**src/inc/wait_ctl_pkg.sv**
```systemverilog
package wait_ctl_pkg;
  // ==========================================================
  // Area codes
  typedef enum logic [1:0] {
    AREA_SFR,
    AREA_INTERNAL,
    AREA_EXTERNAL,
    AREA_NONE
  } area_t;

  // Extended wait field codes
  localparam logic [1:0] EXT_WAIT_ONE   = 2'h0;
  localparam logic [1:0] EXT_WAIT_TWO   = 2'h1;
  localparam logic [1:0] EXT_WAIT_THREE = 2'h2;

  // Memory space field codes
  localparam logic [1:0] SPACE_1MB = 2'h0;
  localparam logic [1:0] SPACE_4MB = 2'h3;

  // Reset values of the controls
  localparam logic       INT_WAIT_RESET  = 1'h0;
  localparam logic [3:0] WAIT_DIS_RESET  = 4'h0;
  localparam logic [7:0] EXT_WAIT_RESET  = 8'h00;
  localparam logic [1:0] SPACE_RESET     = 2'h0;
  localparam logic       REG_WAIT_RESET  = 1'h0;

  // Bus cycle lengths in bus clocks
  localparam logic [2:0] CYC_ONE   = 3'h1;
  localparam logic [2:0] CYC_TWO   = 3'h2;
  localparam logic [2:0] CYC_THREE = 3'h3;
  localparam logic [2:0] CYC_FOUR  = 3'h4;

  // Number of chip-select areas
  localparam int AREA_COUNT = 4;

  // Wait controls written by software
  typedef struct packed {
    logic       internal_wait_select;
    logic       register_area_wait_select;
    logic [3:0] area_wait_disable;
    logic [7:0] extended_wait_register;
    logic [1:0] memory_space_select;
  } wait_cfg_t;

  // One access request
  typedef struct packed {
    area_t      area;
    logic [1:0] area_index;
    logic       is_write;
    logic       muxed_bus;
  } access_req_t;
endpackage : wait_ctl_pkg

```
**src/hdl/bus_wait_state_control.sv**
```systemverilog
`timescale 1ns/1ps
module bus_wait_state_control (
  input  wire logic                      core_clk,
  input  wire logic                      reset,
  input  wire logic                      cfg_write,
  input  wait_ctl_pkg::wait_cfg_t        cfg_in,
  input  wire logic                      expansion_mode,
  input  wire logic                      access_start,
  input  wait_ctl_pkg::access_req_t      access_req,
  input  wire logic                      ready_n,
  output wait_ctl_pkg::wait_cfg_t        cfg_out,
  output logic                           space_4mb,
  output logic                           busy,
  output logic                           access_done,
  output logic [3:0]                     chip_select_n,
  output logic [2:0]                     cycle_length
);
  import wait_ctl_pkg::*;

  // ==========================================================
  // Control register
  wait_cfg_t cfg_ff;
  wait_cfg_t nxt_cfg;

  // Load controls on software write
  always_comb begin
    nxt_cfg = cfg_write ? cfg_in : cfg_ff;
  end

  // Register the controls
  always_ff @(posedge core_clk or posedge reset) begin
    if (reset) begin
      cfg_ff.internal_wait_select      <= INT_WAIT_RESET;
      cfg_ff.register_area_wait_select <= REG_WAIT_RESET;
      cfg_ff.area_wait_disable         <= WAIT_DIS_RESET;
      cfg_ff.extended_wait_register    <= EXT_WAIT_RESET;
      cfg_ff.memory_space_select       <= SPACE_RESET;
    end else begin
      cfg_ff <= nxt_cfg;
    end
  end

  assign cfg_out = cfg_ff;

  // Memory space decode, gated by the processor mode
  always_comb begin
    space_4mb = expansion_mode &&
                (cfg_ff.memory_space_select == SPACE_4MB);
  end

  // ==========================================================
  // Cycle length lookup
  logic [2:0] calc_cycles;

  cycle_length_calc u_calc (
    .cfg    (cfg_ff),
    .req    (access_req),
    .cycles (calc_cycles)
  );

  // ==========================================================
  // Access sequencer
  typedef enum logic [1:0] {
    ST_IDLE,
    ST_COUNT,
    ST_READY
  } seq_state_t;

  seq_state_t  state_ff;
  seq_state_t  nxt_state;
  logic [2:0]  count_ff;
  logic [2:0]  nxt_count;
  logic [2:0]  length_ff;
  logic [2:0]  nxt_length;
  logic        waited_ff;
  logic        nxt_waited;
  logic [3:0]  cs_n_ff;
  logic [3:0]  nxt_cs_n;
  logic        done_ff;
  logic        nxt_done;
  logic        ext_access;
  logic        cs_allowed;

  // External area with a chip select in 1-Mbyte mode
  always_comb begin
    ext_access = access_req.area == AREA_EXTERNAL;
    cs_allowed = ext_access && !space_4mb;
  end

  // Next-state logic of the sequencer
  always_comb begin
    nxt_state  = state_ff;
    nxt_count  = count_ff;
    nxt_length = length_ff;
    nxt_waited = waited_ff;
    nxt_cs_n   = cs_n_ff;
    nxt_done   = 1'b0;
    case (state_ff)
      ST_IDLE: begin
        if (access_start) begin
          nxt_length = calc_cycles;
          nxt_count  = CYC_ONE;
          nxt_waited = ext_access &&
                       !cfg_ff.area_wait_disable[access_req.area_index];
          nxt_cs_n   = 4'hF;
          if (cs_allowed) begin
            nxt_cs_n[access_req.area_index] = 1'b0;
          end
          if (calc_cycles == CYC_ONE) begin
            nxt_state = ST_READY;
          end else begin
            nxt_state = ST_COUNT;
          end
        end
      end
      ST_COUNT: begin
        nxt_count = count_ff + 3'h1;
        if (count_ff + 3'h1 == length_ff) begin
          nxt_state = ST_READY;
        end
      end
      ST_READY: begin
        if (!waited_ff || !ready_n) begin
          nxt_state = ST_IDLE;
          nxt_done  = 1'b1;
          nxt_cs_n  = 4'hF;
        end
      end
      default: nxt_state = ST_IDLE;
    endcase
  end

  // Register the sequencer
  always_ff @(posedge core_clk or posedge reset) begin
    if (reset) begin
      state_ff  <= ST_IDLE;
      count_ff  <= 3'h0;
      length_ff <= 3'h0;
      waited_ff <= 1'b0;
      cs_n_ff   <= 4'hF;
      done_ff   <= 1'b0;
    end else begin
      state_ff  <= nxt_state;
      count_ff  <= nxt_count;
      length_ff <= nxt_length;
      waited_ff <= nxt_waited;
      cs_n_ff   <= nxt_cs_n;
      done_ff   <= nxt_done;
    end
  end

  // Outputs
  assign busy          = state_ff != ST_IDLE;
  assign access_done   = done_ff;
  assign chip_select_n = cs_n_ff;
  assign cycle_length  = length_ff;
endmodule : bus_wait_state_control

```
**src/hdl/cycle_length_calc.sv**
```systemverilog
`timescale 1ns/1ps
// ==========================================================
// Combinational bus-cycle length lookup
module cycle_length_calc (
  input  wait_ctl_pkg::wait_cfg_t   cfg,
  input  wait_ctl_pkg::access_req_t req,
  output logic [2:0]                cycles
);
  import wait_ctl_pkg::*;

  logic [1:0] ext_field;
  logic       wait_dis;

  // Select the per-area controls
  always_comb begin
    ext_field = cfg.extended_wait_register[{req.area_index, 1'b0} +: 2];
    wait_dis  = cfg.area_wait_disable[req.area_index];
  end

  // Cycle count from the four control fields
  always_comb begin
    cycles = CYC_TWO;
    case (req.area)
      AREA_SFR: begin
        cycles = cfg.register_area_wait_select ? CYC_TWO : CYC_THREE;
      end
      AREA_INTERNAL: begin
        cycles = cfg.internal_wait_select ? CYC_TWO : CYC_ONE;
      end
      AREA_EXTERNAL: begin
        if (req.muxed_bus) begin
          if (cfg.internal_wait_select) begin
            cycles = CYC_THREE;
          end else begin
            // Field 11b is taken as the longest setting
            cycles = (ext_field >= EXT_WAIT_THREE) ? CYC_FOUR
                                                   : CYC_THREE;
          end
        end else if (cfg.internal_wait_select) begin
          cycles = CYC_TWO;
        end else if (wait_dis) begin
          cycles = req.is_write ? CYC_TWO : CYC_ONE;
        end else begin
          case (ext_field)
            EXT_WAIT_ONE:   cycles = CYC_TWO;
            EXT_WAIT_TWO:   cycles = CYC_THREE;
            EXT_WAIT_THREE: cycles = CYC_FOUR;
            default:        cycles = CYC_FOUR;
          endcase
        end
      end
      default: cycles = CYC_ONE;
    endcase
  end
endmodule : cycle_length_calc

```
**config.mk**
```make
export PLATFORM = sky130hd
export DESIGN_NAME = bus_wait_state_control
export DESIGN_NICKNAME = d
export VERILOG_FILES = /design/src/inc/wait_ctl_pkg.sv /design/src/hdl/bus_wait_state_control.sv /design/src/hdl/cycle_length_calc.sv
export SDC_FILE = /design/constraint.sdc
export NUM_CORES = 1
export LEC_CHECK = 0
export BUFFER_PORTS_ARGS = -buffer_cell sky130_fd_sc_hd__buf_2
export CORE_UTILIZATION = 50
export CTS_BUF_LIST = sky130_fd_sc_hd__clkbuf_8
export DETAILED_ROUTE_END_ITERATION = 12
export PLACE_DENSITY = 0.85
export RECOVER_POWER = 25
export SETUP_SLACK_MARGIN = 0.05
export SYNTH_ARGS = -nofsm -noshare
export SYNTH_HDL_FRONTEND = slang
export SYNTH_SLANG_ARGS = --single-unit
export TNS_END_PERCENT = 50
```
**constraint.sdc**
```tcl
create_clock -name core_clk -period 2 [get_ports core_clk]
set_clock_uncertainty 0.15 [all_clocks]
set_input_delay 0.2 -clock core_clk [delete_from_list [all_inputs] [get_ports core_clk]]
set_output_delay 0.2 -clock core_clk [all_outputs]
set_load 0.05 [all_outputs]
```
Yosys cells after proc, flatten, opt, wreduce, memory -nomap -nowiden
Index checks and enable logic that the tools add are counted.
{ "totals": {"output_inout_bits": 26, "elab_cells": 74, "ff_bits": 30, "input_bits": 28} }
{ "classes": {"mux": 27, "magnitude_cmp": 3, "shift": 1, "bitwise": 1, "n_eq_ne": 11, "addsub": 1, "n_reduce_logical": 19} }
{ "op_table": {"columns": ["op", "count"], "rows": [
  ["3-bit two-way mux", 6],
  ["2-bit two-way mux", 6],
  ["4-bit two-way mux", 3],
  ["3-bit one-hot mux with 2 select lines", 2],
  ["3-bit one-hot mux with 3 select lines", 1],
  ["4-bit one-hot mux with 2 select lines", 1],
  ["8-bit by 4-bit indexed part select with 2-bit output", 1],
  ["2-bit by 1-bit == test with 1-bit output, second input constant", 3],
  ["2-bit == test, second input constant", 3],
  ["2-bit logical NOT", 3],
  ["2-bit != test, second input constant", 3],
  ["2-bit one-hot mux with 3 select lines", 1],
  ["3-bit AND reduction", 2],
  ["2-bit nonzero test", 3],
  ["1-bit two-way mux", 5],
  ["1-bit logical AND", 4],
  ["1-bit logical NOT", 4],
  ["4-bit NOT", 1],
  ["2-bit AND reduction", 2],
  ["3-bit by 1-bit adder with 3-bit output, second input constant", 1],
  ["3-bit by 1-bit == test with 1-bit output, second input constant", 1],
  ["3-bit == test", 1],
  ["2-bit by 3-bit < comparator with 1-bit output, second input constant", 1],
  ["1-bit binary-select mux with 2-bit select", 1],
  ["4 further kinds", 4]
]} }

Depth between registers and ports, before layout
{ "depth": {"depth_word": 11, "ltp_mapped": 5, "mapped_depth_nobuf": 5} }

Cells and area by module
A second synthesis with hierarchy kept.
{ "hier_totals": {"hier_cells": 115, "area_unflattened_um2": 1487.7} }
{ "by_module_without_submodules": {"columns": ["mod", "seq_area_each_um2", "n_inst", "cells_per_inst", "area_per_inst_um2"], "rows": [
  ["bus_wait_state_control", 755.7, 1, 96, 1315.0],
  ["cycle_length_calc", 0.0, 1, 19, 172.7]
]} }

Worst setup path after synthesis
OpenSTA, ideal clock, no wires.
{ "synth_timing": {"kind": "flip-flop to flip-flop", "startpoint": "reg cfg_ff (netlist bit cfg_out[13])", "endpoint": "reg length_ff[0] (netlist: cycle_length[0])", "required_time_ns": 1.764, "stages_incl_launch_ff": 5, "slack_ns": 0.142, "period_less_slack_ns": 1.858, "path_buffers": 0, "arrival_ns": 1.622, "path_cell_list": "dfrtp_1 mux4_2 nor4b_2 a221oi_2 o221ai_2"} }
{ "synth_between": {"elab_chain_cells": 6} }
{ "synth_lines": {"columns": ["element", "line", "text"], "rows": [
  ["from (decl)", "bus_wait_state_control.sv:22", "wait_cfg_t cfg_ff;"],
  ["from (signal assigned)", "bus_wait_state_control.sv:39", "cfg_ff <= nxt_cfg;"],
  ["1-bit binary-select mux with 2-bit select", "cycle_length_calc.sv:17", "wait_dis = cfg.area_wait_disable[req.area_index];"],
  ["1-bit two-way mux (not written as such)", "cycle_length_calc.sv:17", null],
  ["3-bit two-way mux", "cycle_length_calc.sv:41", "end else if (wait_dis) begin"],
  ["3-bit two-way mux", "cycle_length_calc.sv:39", "end else if (cfg.internal_wait_select) begin"],
  ["3-bit two-way mux", "cycle_length_calc.sv:31", "if (req.muxed_bus) begin"],
  ["3-bit one-hot mux with 3 select lines", "cycle_length_calc.sv:23", "case (req.area)"],
  ["to (signal assigned)", "bus_wait_state_control.sv:145", "length_ff <= nxt_length;"],
  ["to (decl)", "bus_wait_state_control.sv:73", "logic [2:0] length_ff;"]
]} }
No other way between the ends. The select of a mux whose other input is x is not followed.
A chain may end at the register's enable or synchronous reset.

Worst setup path after layout
Same ends and word-level chain as after synthesis.

==> metrics.cfg <==
[run_status]
status=finished, final reports clean

[synthesis]
synth-xor-area-share_pct=2.82
synth-seq-cells=30
syn_avg_cell_area_um2=12.2
synth_area_mm2=0.00147
syn_inst=120
synthAdderAreaFrac_pct=0.854
synthMuxAreaShare_pct=17.7
synth-seq-area-share_pct=51.6
synth_simple_gate_area_share_pct=12.6
synth_top_area_cell=dfrtp_1
synth_nets=149
yosys-top-cells-area=dfrtp_1 44%, mux2_2 13%, dfstp_2 7.2%
yosysWarnings=0
synth_cell_type_count=34
synth_compound_area_share_pct=11.8
synth_top_area_share_pct=44.4
synth_top_family_by_area=multiplexers

[clock_tree]
postCtsHoldBufs=7
cts-root-buf=clkbuf_8
cts_tree=done
cts_buffers=5
worstSkewPairLatency_ns=0.28
clock_path_buffers=2
cts_resized=0
h-tree-depth=2
clock-sinks=30
cts.clk_slew.worst_paths_ns=0.06
cts_setup_buffers=0

[critical_path]
arrival_ns=1.77
endpoint_kind=flip-flop
critPathBufInv=0
path_max_fanout=5
path_cells=mux4_2 -> nor4b_2 -> a221oi_2 -> o221ai_2
cpPeakStageDelay_ns=0.55
cp_top_family=multiplexers
crit_type=reg2reg
crit_required_ns=2.04
critPathLaunchType=flip-flop
slowest_stage=mux4_2

[timing]
setup_tns_ns=0
rsz0062_at_grt=no
worst_pin_slew_ns=0.743
drv_slew=0
max-slew-margin-rel_pct=50.4
finalSetupViolations=0
layout_min_cycle_time_ns=1.73
hold_viol=0
fin_ws_ns=0.270
fin_crit_sh_pct=86.5
max_freq_mhz=578

[worst_hold_path]
hold_class=in2reg

[floorplanning]
io_pins=54
coreArea_mm2=0.00276
die-area_mm2=0.00315
fp.dieW_um=56.1
rows=19
die_h_um=56.1
start_util_pct=53.1

[detailed_routing]
vias=1175
wl_um=3280
post_drt_wl_per_cell_um=15.2
antenna_left=0
dr.pass1.iters=4
drc=0
avgViaCountPerCell=5.44
drtIter0Drc=24

[global_route]
antenna_found_initial=0
gr-usage-all-layers_pct=24.1
grt_pass1_vias=1225
grt_pass1_wl_um=5590
overflow=0
grt_max_degree=31

[job]
max_cap_viol_count=0

[placement]
dp_slack_ns=0.214
hpwl_um=2410
io_buffers=53
gp_congestion=0.773

[power]
power-per-cell-area_mw_per_mm2=1160
peakVddDrop_mv=0.840
total_power_w=0.00222
p_leak_nw=0.898

[layout]
nets=213
drive_gt1_share_pct=48.6
antenna_cells=0
syn2layout_area_growth_pct=30.7

## worst register-to-register path, delay by kind of cell, from the launching register on
kind / cells / cell delay, ns
and+or+nand+nor: 1 / 0.33
muxes: 1 / 0.55
DFF: 1 / 0.39
AOI/OAI and AO/OA: 2 / 0.24
## where the power goes
part / switching (W) / total, W / internal (W) / leakage, nW
combinational: 0.000566 / 0.000886 / 0.000320 / 0.489
clock: 0.000217 / 0.000488 / 0.000272 / 0.0524
sequential: 0.000118 / 0.000847 / 0.000729 / 0.357
## per-layer routing
metal | global-route usage, % | vias up | routed length, um | part of all wire [%]
li1 | - | 564 | - | -
met2 | 42.5 | 33 | 1810 | 55
met5 | 0 | - | 0 | 0
met1 | 26.5 | 576 | 1300 | 40
met3 | 7.67 | 2 | 143 | 4.4
met4 | 10.1 | 0 | 19 | 0.58
## layout make-up
type	count	area [um^2]
Multi-Input combinational cell	82	671
Timing Repair Buffer	62	348
Clock buffer	6	82.6
Clock inverter	2	8.76
Tap cell	31	38.8
Sequential cell	30	756
Inverter	3	11.3
Fill cell	220	842
## synth_stat cells
library cell and n:
o21bai_1 1, nor3b_2 1, inv_1 3, xor3_1 1
nand3_1 1, nand2_1 8, a22o_1 3, xor2_1 1
o211ai_1 1, buf_2 1, mux2_2 17, nor3_1 2
a311oi_1 1, o21ai_0 4, buf_6 1, o31a_1 2
nand2b_1 6, o221ai_2 1, nor4b_2 1, and3_1 1
o2bb2ai_1 1, nor2_1 11, o32a_1 1, nor2b_1 3
xnor2_1 1, dfrtp_1 26, mux4_2 3, ha_1 1
dfstp_2 4, a221oi_2 1, nand4b_1 1, clkbuf_1 3
a21oi_1 6, a31oi_1 1
## cell usage in the layout (no fill, tap or decap), drive strengths merged, types with 2 or more instances in the layout
| master | instances |
|---|---|
| dfrtp | 26 |
| inv | 4 |
| a21oi | 6 |
| mux2 | 17 |
| dlygate4sd3 | 7 |
| dfstp | 4 |
| a22o | 3 |
| nand2 | 8 |
| o31a | 2 |
| nor3 | 2 |
| nor2 | 11 |
| clkbuf | 7 |
| o21ai | 4 |
| nor2b | 3 |
| buf | 54 |
| mux4 | 3 |
| nand2b | 6 |
## kinds of logic (layout without fill, tap and decap cells)
group	after synthesis	after routing
buffers and inverters	8	73
AOI/OAI and AO/OA	23	23
DFF	30	30
xor gates and xnor gates	3	3
muxes	20	20
adders and majority gates	1	1
and+or+nand+nor	35	35
## worst paths after layout
check	slack, ns	cells after the start	to	from
hold / removal	0.01	2	cfg_out[10]$_DFFE_PP0P_	cfg_in[10]
setup / recovery	0.27	4	cycle_length[0]$_DFFE_PP0P_	cfg_out[13]$_DFFE_PP0P_
min in group asynchronous	0.52	4	access_done$_DFF_PP0_	reset
max in group asynchronous	0.70	4	cfg_out[14]$_DFFE_PP0P_	reset
hold reg to reg	0.36	1	count_ff[1]$_DFFE_PP0P_	count_ff[1]$_DFFE_PP0P_
setup reg to reg	0.27	4	cycle_length[0]$_DFFE_PP0P_	cfg_out[13]$_DFFE_PP0P_
## state kept, by name (all words and copies together) (netlist names)
| register | cells |
|---|---|
| cycle_length | 3 |
| count_ff | 3 |
| chip_select_n | 4 |
| access_done | 1 |
| waited_ff | 1 |
| state_ff | 2 |
| cfg_out | 16 |
## through the flow
| stage | hold slack [ns] | cell area [um^2] | util [%] | std cells |
|---|---|---|---|---|
| floorplan | 0.138 | 1470 | - | 120 |
| global placement | 0.134 | 1760 | 63.7 | 201 |
| detailed placement | 0.147 | 1760 | 63.7 | 201 |
| CTS | 0.000285 | 1920 | 69.6 | 216 |
| global route | 0.00325 | 1920 | 69.5 | 216 |
| finish | 0.0126 | 1920 | 69.5 | 216 |
Note: power is estimated with default switching activity, not from simulation.
